$ cat config.mk
export PLATFORM = sky130hd
export DESIGN_NAME = debug_comparator_match_regs
export DESIGN_NICKNAME = d
export VERILOG_FILES = /design/src/debug_comparator_match_regs.v
export VERILOG_INCLUDE_DIRS = /design/src
export SDC_FILE = /design/constraint.sdc
export NUM_CORES = 1
export LEC_CHECK = 0
export BUFFER_PORTS_ARGS = -buffer_cell sky130_fd_sc_hd__buf_2
export CAP_MARGIN = 25
export CORE_UTILIZATION = 47
export CTS_CLUSTER_SIZE = 40
export DETAILED_ROUTE_END_ITERATION = 8
export GPL_TIMING_DRIVEN = 0
export PLACE_DENSITY_LB_ADDON = 0.25
export SLEW_MARGIN = 25
export SYNTH_ARGS = -nofsm -noshare
export SYNTH_HDL_FRONTEND = slang
export SYNTH_SLANG_ARGS = --single-unit
$ cat constraint.sdc
create_clock -name clk -period 2.71 [get_ports clk]
set_clock_uncertainty 0.1 [all_clocks]
set_input_delay 0.542 -clock clk [delete_from_list [all_inputs] [get_ports clk]]
set_output_delay 0.542 -clock clk [all_outputs]
set_load 0.05 [all_outputs]
$ cat src/debug_comparator_consts.vh
// constants for the debug comparator match registers
`ifndef DEBUG_COMPARATOR_CONSTS_VH
`define DEBUG_COMPARATOR_CONSTS_VH

// register indices; byte address is four times the index
`define DCM_IDX_CTRL 8'h20
`define DCM_IDX_ADDR_HIGH 8'h29
`define DCM_IDX_ADDR_MID 8'h2a
`define DCM_IDX_ADDR_LOW 8'h2b
`define DCM_IDX_DATA_HIGH 8'h2c

// word index taken from haddr
`define DCM_HADDR_IDX_HI 9
`define DCM_HADDR_IDX_LO 2

// control register fields
`define DCM_CTRL_ARM_BIT 7
`define DCM_CTRL_WSEL_HI 1
`define DCM_CTRL_WSEL_LO 0

// window-select codes
`define DCM_WSEL_A 2'h0
`define DCM_WSEL_B 2'h1
`define DCM_WSEL_C 2'h2
`define DCM_WSEL_NONE 2'h3

// monitored address and data slices
`define DCM_ADDR_HIGH_HI 17
`define DCM_ADDR_HIGH_LO 16
`define DCM_ADDR_MID_HI 15
`define DCM_ADDR_MID_LO 8
`define DCM_ADDR_LOW_HI 7
`define DCM_ADDR_LOW_LO 0
`define DCM_DATA_HIGH_HI 15
`define DCM_DATA_HIGH_LO 8

// write data slices
`define DCM_WDATA_BYTE_HI 7
`define DCM_WDATA_BYTE_LO 0
`define DCM_WDATA_HIGH_HI 1
`define DCM_WDATA_HIGH_LO 0

// bus qualifier bit and the comparator that owns the data byte
`define DCM_HTRANS_ACTIVE_BIT 1
`define DCM_DATA_CMP 0
`define DCM_ZERO_SEL_PAD 30'h00000000

// reset and fill values
`define DCM_RST_BYTE 8'h00
`define DCM_RST_ADDR 18'h00000
`define DCM_RST_WSEL 2'h0
`define DCM_ZERO_HIGH6 6'h00
`define DCM_ZERO_CTRL5 5'h00
`define DCM_ZERO_WORD_PAD 24'h000000
`define DCM_RST_WORD 32'h00000000
`define DCM_HRESP_OKAY 1'b0

`endif

$ cat src/debug_comparator_match_regs.v
// comparator address/data match registers behind an AHB-Lite slave
`default_nettype none
`include "debug_comparator_consts.vh"

module debug_comparator_match_regs #(
  parameter NUM_CMP = 3
)(
  input wire clk,
  input wire rst,
  input wire hsel,
  input wire [31:0] haddr,
  input wire [1:0] htrans,
  input wire hwrite,
  input wire [2:0] hsize,
  input wire [31:0] hwdata,
  input wire hready,
  output reg hreadyout,
  output reg hresp,
  output reg [31:0] hrdata,
  input wire [17:0] monAddr,
  input wire [15:0] monData,
  input wire [7:0] dataHighMask,
  input wire tagSelectA,
  output reg armed,
  output reg [1:0] windowSelect,
  output reg [NUM_CMP-1:0] compareMatch
);

  localparam ADDR_BITS = `DCM_ADDR_HIGH_HI + 1;
  localparam DATA_BITS = `DCM_DATA_HIGH_HI - `DCM_DATA_HIGH_LO + 1;

  reg dpWrite;
  reg [7:0] dpIdx;
  reg [7:0] dataHigh;
  wire takeReq;
  wire wrCtrl;
  wire wrAllowed;
  reg next_armed;
  reg [1:0] next_windowSelect;
  reg [7:0] next_dataHigh;
  wire [7:0] aIdx;
  wire dataOk;
  wire [NUM_CMP-1:0] next_match;
  reg [7:0] rdByte;

  // decoded requests, per-bit compares and the shared window view
  wire takeRead;
  wire takeWrite;
  wire wrHigh;
  wire wrMid;
  wire wrLow;
  wire wrData;
  wire [DATA_BITS-1:0] dataBitOk;
  reg [7:0] winHigh;
  reg [7:0] winMid;
  reg [7:0] winLow;
  genvar b;

  // only single word transfers are issued, so hsize needs no decode
  assign takeReq = hsel & htrans[`DCM_HTRANS_ACTIVE_BIT] & hready;
  assign takeRead = takeReq & ~hwrite;
  assign takeWrite = takeReq & hwrite;
  // haddr bits outside the index are ignored, so the map aliases
  assign aIdx = haddr[`DCM_HADDR_IDX_HI:`DCM_HADDR_IDX_LO];
  assign wrCtrl = dpWrite & (dpIdx == `DCM_IDX_CTRL);
  assign wrAllowed = dpWrite & ~armed;
  // write decode runs on the held data-phase index
  assign wrHigh = wrAllowed & (dpIdx == `DCM_IDX_ADDR_HIGH);
  assign wrMid = wrAllowed & (dpIdx == `DCM_IDX_ADDR_MID);
  assign wrLow = wrAllowed & (dpIdx == `DCM_IDX_ADDR_LOW);
  assign wrData = wrAllowed & (dpIdx == `DCM_IDX_DATA_HIGH);

  // control write is never gated by arming
  always @*
  begin
    next_armed = armed;
    next_windowSelect = windowSelect;
    if (wrCtrl)
    begin
      next_armed = hwdata[`DCM_CTRL_ARM_BIT];
      next_windowSelect = hwdata[`DCM_CTRL_WSEL_HI:`DCM_CTRL_WSEL_LO];
    end
  end

  // gating uses the select and arm state from before this write
  always @*
  begin
    next_dataHigh = dataHigh;
    if (wrData & (windowSelect == `DCM_WSEL_A))
      next_dataHigh = hwdata[`DCM_WDATA_BYTE_HI:`DCM_WDATA_BYTE_LO];
  end

  // masked compare of the upper data byte, comparator A only
  generate
    for (b = 0; b < DATA_BITS; b = b + 1)
    begin : dataCmp
      // a clear mask bit lets any level through
      assign dataBitOk[b] = ~dataHighMask[b] |
        (monData[`DCM_DATA_HIGH_LO + b] == dataHigh[b]);
    end
  endgenerate

  // tag-select defers to the opcode tag, so the data byte is moot
  assign dataOk = tagSelectA | (&dataBitOk);

  genvar i;
  generate
    for (i = 0; i < NUM_CMP; i = i + 1)
    begin : cmp
      reg [17:0] addrCmp;
      wire hit;
      wire [17:0] next_addr;
      wire [ADDR_BITS-1:0] addrBitOk;
      wire [7:0] rdHigh;
      wire [7:0] rdMid;
      wire [7:0] rdLow;
      // the comparator's own code in the window-select field
      localparam integer SEL = i;
      // window 11 matches no index, so writes there vanish
      assign hit = ({`DCM_ZERO_SEL_PAD, windowSelect} == SEL);
      assign next_addr = {
        (hit & wrHigh) ?
          hwdata[`DCM_WDATA_HIGH_HI:`DCM_WDATA_HIGH_LO] :
          addrCmp[`DCM_ADDR_HIGH_HI:`DCM_ADDR_HIGH_LO],
        (hit & wrMid) ?
          hwdata[`DCM_WDATA_BYTE_HI:`DCM_WDATA_BYTE_LO] :
          addrCmp[`DCM_ADDR_MID_HI:`DCM_ADDR_MID_LO],
        (hit & wrLow) ?
          hwdata[`DCM_WDATA_BYTE_HI:`DCM_WDATA_BYTE_LO] :
          addrCmp[`DCM_ADDR_LOW_HI:`DCM_ADDR_LOW_LO]};

      // read view uses next values, so a write is seen at once
      assign rdHigh = {`DCM_ZERO_HIGH6,
        next_addr[`DCM_ADDR_HIGH_HI:`DCM_ADDR_HIGH_LO]};
      assign rdMid = next_addr[`DCM_ADDR_MID_HI:`DCM_ADDR_MID_LO];
      assign rdLow = next_addr[`DCM_ADDR_LOW_HI:`DCM_ADDR_LOW_LO];
      // each stored bit is the level its address bit must show
      for (b = 0; b < ADDR_BITS; b = b + 1)
      begin : bitCmp
        assign addrBitOk[b] = addrCmp[b] ? monAddr[b] : ~monAddr[b];
      end
      // only comparator A carries the data byte
      if (i == `DCM_DATA_CMP)
      begin : withData
        assign next_match[i] = (&addrBitOk) & dataOk;
      end
      else
      begin : addrOnly
        assign next_match[i] = &addrBitOk;
      end
      always @(posedge clk or posedge rst)
      begin
        if (rst)
          addrCmp <= `DCM_RST_ADDR;
        else
          addrCmp <= next_addr;
      end
    end
  endgenerate

  // window view of the comparator chosen by the updated select field;
  // the three-way select assumes NUM_CMP stays at three
  always @*
  begin
    winHigh = `DCM_RST_BYTE;
    winMid = `DCM_RST_BYTE;
    winLow = `DCM_RST_BYTE;
    case (next_windowSelect)
      `DCM_WSEL_A:
      begin
        winHigh = cmp[0].rdHigh;
        winMid = cmp[0].rdMid;
        winLow = cmp[0].rdLow;
      end
      `DCM_WSEL_B:
      begin
        winHigh = cmp[1].rdHigh;
        winMid = cmp[1].rdMid;
        winLow = cmp[1].rdLow;
      end
      `DCM_WSEL_C:
      begin
        winHigh = cmp[2].rdHigh;
        winMid = cmp[2].rdMid;
        winLow = cmp[2].rdLow;
      end
      default:
      begin
        winHigh = `DCM_RST_BYTE;
        winMid = `DCM_RST_BYTE;
        winLow = `DCM_RST_BYTE;
      end
    endcase
  end

  // read from next values so a read right after a write sees it
  always @*
  begin
    rdByte = `DCM_RST_BYTE;
    case (aIdx)
      `DCM_IDX_CTRL:
        rdByte = {next_armed, `DCM_ZERO_CTRL5, next_windowSelect};
      `DCM_IDX_ADDR_HIGH:
        rdByte = winHigh;
      `DCM_IDX_ADDR_MID:
        rdByte = winMid;
      `DCM_IDX_ADDR_LOW:
        rdByte = winLow;
      `DCM_IDX_DATA_HIGH:
      begin
        if (next_windowSelect == `DCM_WSEL_A)
          rdByte = next_dataHigh;
      end
      default:
        rdByte = `DCM_RST_BYTE;
    endcase
  end

  // data-phase pipeline: the write lands one cycle after its address
  always @(posedge clk or posedge rst)
  begin
    if (rst)
    begin
      dpWrite <= 1'b0;
      dpIdx <= `DCM_RST_BYTE;
    end
    else
    begin
      dpWrite <= takeWrite;
      dpIdx <= aIdx;
    end
  end

  // control stays writable while armed, or the unit could never disarm
  always @(posedge clk or posedge rst)
  begin
    if (rst)
    begin
      armed <= 1'b0;
      windowSelect <= `DCM_RST_WSEL;
    end
    else
    begin
      armed <= next_armed;
      windowSelect <= next_windowSelect;
    end
  end

  // data high exists for comparator A only
  always @(posedge clk or posedge rst)
  begin
    if (rst)
      dataHigh <= `DCM_RST_BYTE;
    else
      dataHigh <= next_dataHigh;
  end

  // matches ignore arming; gating them is the sequencer's job
  always @(posedge clk or posedge rst)
  begin
    if (rst)
      compareMatch <= {NUM_CMP{1'b0}};
    else
      compareMatch <= next_match;
  end

  // zero wait states: every transfer completes in its data phase
  always @(posedge clk or posedge rst)
  begin
    if (rst)
    begin
      hreadyout <= 1'b1;
      hresp <= `DCM_HRESP_OKAY;
      hrdata <= `DCM_RST_WORD;
    end
    else
    begin
      hreadyout <= 1'b1;
      hresp <= `DCM_HRESP_OKAY;
      // loaded at the address edge, held through the data phase
      if (takeRead)
        hrdata <= {`DCM_ZERO_WORD_PAD, rdByte};
    end
  end

endmodule
`default_nettype wire

==> qor.yml, run 1 <==
timing:
  fin_ws_ps: -82.9
  relSlewSlack_pct: 53.6
  rsz0062_at_grt: "yes"
  tns_ps: -82.9
  finalHoldViolations: 0
  setup_viol: 1
  post-route-period-util_pct: 103
  fmax_mhz: 358
  slew_viol_final: 0
  tightest_slew_ps: 694
  finalCriticalPeriod_ps: 2790
drt:
  vias_per_cell: 5.92
  num_vias: 4544
  drt-pass1-iter-count: 6
  antenna_left: 0
  wire_per_inst_um: 21.4
  drt-initial-drc-count: 453
  routed_wl_mm: 16.4
  drc: 0
yosys:
  synth_top_area_share_pct: 41.4
  synth.cell_area_um2: 5130
  ys_warn_count: 0
  ys_async_sr_fraction_pct: 100
  ys_types: 68
  yosysTopAreaCell: "dfrtp_1"
  syn_avg_cell_area_um2: 10.8
  yosys-top-cells-area: "dfrtp_1 (41%), mux2_2 (9.0%), xor2_1 (8.9%), buf_4 (4.1%), mux2i_1 (2.9%)"
  synth_top_flop_cell: "dfrtp_1"
  synth_edf_count: 0
  syn_inst: 474
  ys_ff_latch: 85
  yosysSeqAreaShare_pct: 41.4
critical_path:
  crit_buf_inv: 3
  worst_path_max_delay_cell: "or4_4"
  worstPathArrival_ps: 2970
  crit_type: "reg2reg"
  end_kind: "flop"
  max_stage_delay_ps: 590
  path_cells: "or4_4, o31a_1, buf_6, nor2_8, inv_4, buf_8, o211ai_1, nand4_1, a22o_1"
  start_kind: "flop"
  r2r_start: "dpIdx[0]"
  crit_path_max_fanout: 8
  required_ps: 2890
  crit_family: "simple AND/OR/NAND/NOR gates"
  critPathLaunch: "dpIdx[0]"
cts:
  cts_buffer_depth: 2
  cts_buffers: 9
  path_clk_slew_ps: 110
  cts_htree_levels: 3
  postCtsHoldBufs: 0
  tritoncts: "yes"
  clk_latency_ps: 380
  cts_root_buf: "clkbuf_8"
  cts.sinks: 85
power:
  combPwrFrac_pct: 15.9
  p_seq_share_pct: 50.3
  internal_power_mw: 1.80
  swShare_pct: 31.7
  powerDensity_nw_per_um2: 394
  p_clk_share_pct: 33.8
  irDropWorstVdd_v: 0.000230
  power.total_mw: 2.63
  leakage_nw: 3.20
  p_sw_uw: 835
run_status:
  violations: "setup timing"
  status: "complete, but fails checks"
grt:
  grt_usage_pct: 29.0
  grt_max_degree: 30
  overflow: 0
  antenna_found_initial: 0
  grt_pass1_vias: 4450
  grt_pass1_wl_mm: 24.3
finish:
  post-route-util_pct: 63.8
  final_common_cell: "dfrtp_1"
  stdcell_area_um2: 6680
  final_cell_mix: "dfrtp_1 (79), buf_2 (71), buf_4 (69), xor2_1 (52), mux2_2 (34)"
  areaGrowthSynthToFinish_pct: 30.1
  diodes: 0
  finalNonFillerCells: 767
  drive_gt1_share_pct: 42.2
  nets: 743
floorplanning:
  num_rows: 37
  core_um2: 10500
  start_util_pct: 49.1
  ios: 157
  dieArea_um2: 11300
  die_x_um: 107
  die_h_um: 107
placement:
  placed_area_um2: 5810
  io_buffers: 70
  place_congestion: 0.915
  hpwl_mm: 11.3
  post-place-cells: 706
min_path:
  min_path_type: "in2async"
job:
  cap_violations: 0
-- flip-flops by register name, indices dropped and copies added, names as in the netlist --
name / cells
hrdata: 8
dataHigh: 8
armed: 1
compareMatch: 3
dpIdx: 8
cmp.addrCmp: 54
dpWrite: 1
windowSelect: 2
-- layout make-up --
class | instances | area, um^2
buffer | 43 | 320
timing repair buffer | 120 | 778
tap | 136 | 170
clock buffer | 9 | 124
multi-input combinational | 340 | 2990
sequential | 85 | 2130
inverter | 27 | 108
clock inverter | 7 | 56.3
fill | 854 | 3780
-- stage by stage --
step,hold slack [ps],setup slack [ps]
2_1_floorplan,392,-16.9
3_3_place_gp,375,-594
3_5_place_dp,378,-636
4_1_cts,179,-24.0
5_1_grt,185,-57.4
6_report,164,-82.9
-- cell families (layout without fill, tap and decap cells) --
kind of cell           Yosys count  after routing  synth area share [%]
XOR/XNOR                        63             63                  10.8
AO/OA/AOI/OAI                   78             78                  12.1
flip-flops                      85             85                  41.4
buffers and inverters           73            206                  7.68
multiplexers                    59             59                  12.8
other                            2             26                 0.146
AND/OR/NAND/NOR                114            114                  15.1
-- what timing repair did --
action	in CTS	in global routing
buffers inserted	28	20
setup endpoints to repair	8	8
pin swaps	12	15
endpoints found under the hold margin	0	0
resized for setup	40	40
-- power by group through the flow --
stage               clock network, mW  logic [mW]  registers [mW]
global route                    0.937       0.445            1.33
finish                          0.890       0.418            1.32
floorplan                           0       0.244            1.34
detailed placement                  0       0.371            1.35
global placement                    0       0.359            1.34
CTS                             0.873       0.396            1.32
-- cells in the mapped netlist (5+ instances only) --
| cell | number |
|---|---|
| a22oi_1 | 5 |
| and2_1 | 7 |
| and3_1 | 5 |
| and4_1 | 8 |
| buf_4 | 28 |
| clkbuf_1 | 12 |
| dfrtp_1 | 85 |
| inv_1 | 25 |
| mux2_2 | 41 |
| mux2i_1 | 15 |
| nand2_1 | 9 |
| nand3_1 | 12 |
| nand4_1 | 14 |
| nor2_1 | 9 |
| nor2b_1 | 6 |
| nor4_1 | 15 |
| o211ai_1 | 7 |
| o21ai_0 | 9 |
| o221ai_1 | 6 |
| o2bb2ai_1 | 5 |
| o31ai_1 | 6 |
| xnor2_1 | 11 |
| xor2_1 | 52 |
-- layer usage --
layer | global-route usage [%] | vias to the layer above | routed length (um)
li1 | - | 2007 | -
met1 | 37.7 | 2202 | 6800
met2 | 44.9 | 275 | 7320
met3 | 7.42 | 60 | 1550
met4 | 14.1 | 0 | 736
met5 | 0 | - | 0
-- worst paths after layout --
kind                                           to  slack [ps]  depth (start not counted)
worst min-delay path                    hrdata[2]         160                          2
worst min register to register          hrdata[6]         400                          2
worst max register to register          hrdata[2]         -80                          9
min in group clk                         dpIdx[5]         190                          1
worst max-delay path                    hrdata[2]         -80                          9
max in group asynchronous       cmp[2].addrCmp[1]        1550                          4
No activity file was read; power rests on OpenSTA's default activity.
==> run 2: changes to the inputs <==
CELL_PAD_IN_SITES_DETAIL_PLACEMENT = 1   (was unset)
CELL_PAD_IN_SITES_GLOBAL_PLACEMENT = 2   (was unset)
CORE_UTILIZATION = 29   (was 47)
==> run 2 against run 1 <==
  * The run still ends with setup timing left
  * Count of clock-buffer cells in the layout rose by 1
  * Wire length rose by 13%
  * Final area rose by 3.6%
  * Worst hold slack got worse by 41 ps
  * Via count fell by 5.0%
  * Sequential share of layout area fell by 1.1 points
  * Critical endpoint unchanged
==> qor.yml, run 2 (synthesized netlist as in run 1, its figures left out) <==
drt:
  num_vias: 4316  # was 4,544
  drt-pass1-iter-count: 4  # was 6
  drt-initial-drc-count: 194  # was 453
  wire_per_inst_um: 21.9  # was 21.4 um
  routed_wl_mm: 18.5  # was 16.4 mm
  antenna_left: 0  # unchanged
  vias_per_cell: 5.11  # was 5.92
  drc: 0  # unchanged
finish:
  areaGrowthSynthToFinish_pct: 34.8  # was 30.1%
  final_cell_mix: "dfrtp_1 (79), buf_2 (70), buf_4 (60), xor2_1 (52), mux2_2 (38)"  # was dfrtp_1 (79), buf_2 (71), buf_4 (69), xor2_1 (52), mux2_2 (34)
  regMostFlops: "cmp.addrCmp"  # unchanged
  drive_gt1_share_pct: 42.4  # was 42.2%
  diodes: 0  # unchanged
  nets: 733  # was 743
  final_common_cell: "dfrtp_1"  # unchanged
  largest_register_ffs: 54  # unchanged
floorplanning:
  die_h_um: 135  # was 107 um
  die_x_um: 135  # was 107 um
  ios: 157  # unchanged
  num_rows: 48  # was 37
  start_util_pct: 29.7  # was 49.1%
  core_um2: 17300  # was 10,500 um^2
  dieArea_um2: 18200  # was 11,300 um^2
critical_path:
  critPathCapture: "hrdata[2]"  # unchanged
  end_kind: "flop"  # unchanged
  max_stage_delay_ps: 570  # was 590 ps
  required_ps: 2860  # was 2890 ps
  r2r_start: "armed"  # was dpIdx[0]
  reg2reg_depth: 7  # was 9
  worstPathArrival_ps: 2960  # was 2970 ps
  worst_path_max_delay_cell: "or4b_4"  # was or4_4
  crit_path_max_fanout: 8  # unchanged
  crit_type: "reg2reg"  # unchanged
  critPathLaunch: "armed"  # was dpIdx[0]
  r2r_setup_slack_ps: -100  # was -80 ps
  r2r_end: "hrdata[2]"  # unchanged
  path_cells: "or4b_4, or4_4, buf_12, mux2i_4, a2bb2oi_2, nand4_1, a22o_1"  # was or4_4, o31a_1, buf_6, nor2_8, inv_4, buf_8, o211ai_1, nand4_1, a22o_1
  start_kind: "flop"  # unchanged
timing:
  finalCriticalPeriod_ps: 2810  # was 2790 ps
  rsz0062_at_grt: "yes"  # unchanged
  finalHoldViolations: 0  # unchanged
  post-route-period-util_pct: 104  # was 103%
  fin_ws_ps: -101  # was -82.9 ps
  relSlewSlack_pct: 54.4  # was 53.6%
  tightest_slew_ps: 684  # was 694 ps
  slew_viol_final: 0  # unchanged
  setup_viol: 4  # was 1
  fmax_mhz: 356  # was 358 MHz
grt:
  antenna_found_initial: 0  # unchanged
  grt_max_degree: 30  # unchanged
  overflow: 0  # unchanged
  grt_pass1_wl_mm: 27.8  # was 24.3 mm
  grt_usage_pct: 21.2  # was 29.0%
  grt_pass1_vias: 4553  # was 4,450
power:
  irDropWorstVdd_v: 0.000299  # was 0.000230 V
  swShare_pct: 26.9  # was 31.7%
  internal_power_mw: 2.28  # was 1.80 mW
  p_sw_uw: 838  # was 835 uW
  p_seq_share_pct: 42.5  # was 50.3%
  powerDensity_nw_per_um2: 451  # was 394 nW/um^2
  p_clk_share_pct: 44.0  # was 33.8%
  combPwrFrac_pct: 13.5  # was 15.9%
  power.total_mw: 3.12  # was 2.63 mW
  leakage_nw: 3.23  # was 3.20 nW
run_status:
  status: "complete, but fails checks"  # unchanged
  violations: "setup timing"  # unchanged
placement:
  hpwl_mm: 13.7  # was 11.3 mm
  dp_slack_ps: -915  # was -636 ps
  place_congestion: 0.844  # was 0.915
  io_buffers: 70  # unchanged
job:
  cap_violations: 0  # unchanged
cts:
  cts.sinks: 85  # unchanged
  postCtsHoldBufs: 0  # unchanged
  cts_htree_levels: 3  # unchanged
  cts_buffers: 9  # unchanged
  clk_latency_ps: 350  # was 380 ps
  cts_root_buf: "clkbuf_16"  # was clkbuf_8
  path_clk_slew_ps: 70  # was 110 ps
  tritoncts: "yes"  # unchanged
  cts_buffer_depth: 2  # unchanged
min_path:
  min_path_type: "in2async"  # unchanged
## run 2: cell types whose count changed in the layout (fill, tap and decap cells not counted), sizes merged
cell      change
buf           -9
inv           -2
clkinvlp      -1
bufinv        +2
clkinv        -1
## run 2: worst max-delay path, delay by kind of cell (launching register included)
kind	cells	cell delay, ps
flip-flops	1	440
AO/OA/AOI/OAI	2	440
buffers and inverters	1	180
AND/OR/NAND/NOR	3	1350
multiplexers	1	180
## run 2: repair_timing
action,in CTS,in global routing
endpoints found under the setup margin,10,8
resized for setup,47,38
buffers inserted,32,6
pin swaps,19,14
## run 2: layout make-up
| type | instances | area, um^2 |
|---|---|---|
| inverter | 27 | 108 |
| sequential | 85 | 2130 |
| multi-input combinational | 340 | 3030 |
| timing repair buffer | 110 | 727 |
| clock buffer | 10 | 239 |
| buffer | 43 | 317 |
| clock inverter | 5 | 83.8 |
| fill | 1929 | 10400 |
| tap | 225 | 282 |
## run 2: how the worst min path moves through the flow
stage	start	end	slack, ps
floorplan	cmp[0].addrCmp[14]	cmp[0].addrCmp[14]	390
global placement	hrdata[3]	hrdata[3]	380
detailed placement	hrdata[6]	hrdata[6]	380
CTS	rst	dataHigh[3]	120
global route	rst	dataHigh[3]	150
finish	rst	cmp[2].addrCmp[7]	120
## run 2: through the flow
stage / std cells / setup TNS, ps / instance area [um^2] / hold WS [ps] / utilization (%)
5_1_grt: 845 / -660 / 6920 / 149 / 40.0
4_1_cts: 840 / -650 / 6700 / 125 / 38.7
3_3_place_gp: 793 / -5000 / 5890 / 379 / 34.0
2_1_floorplan: 498 / -16.9 / 5250 / 392 / -
6_report: 845 / -266 / 6920 / 123 / 40.0
3_5_place_dp: 796 / -5200 / 5950 / 382 / 34.4
## run 2: routing by layer
layer	vias up	GRT usage, %	share of wire [%]
met4	0	6.18	1.5
li1	1990	-	-
met3	20	3.64	4.1
met5	-	0	0
met1	2199	29.7	48
met2	107	33.3	47
## run 2: power groups by stage
stage,Combinational [mW],Clock [mW],Sequential (mW)
final,0.421,1.37,1.33
after global routing,0.452,1.44,1.33
after CTS,0.409,1.41,1.32
after detailed placement,0.387,0,1.35
after global placement,0.370,0,1.35
after floorplan,0.244,0,1.34
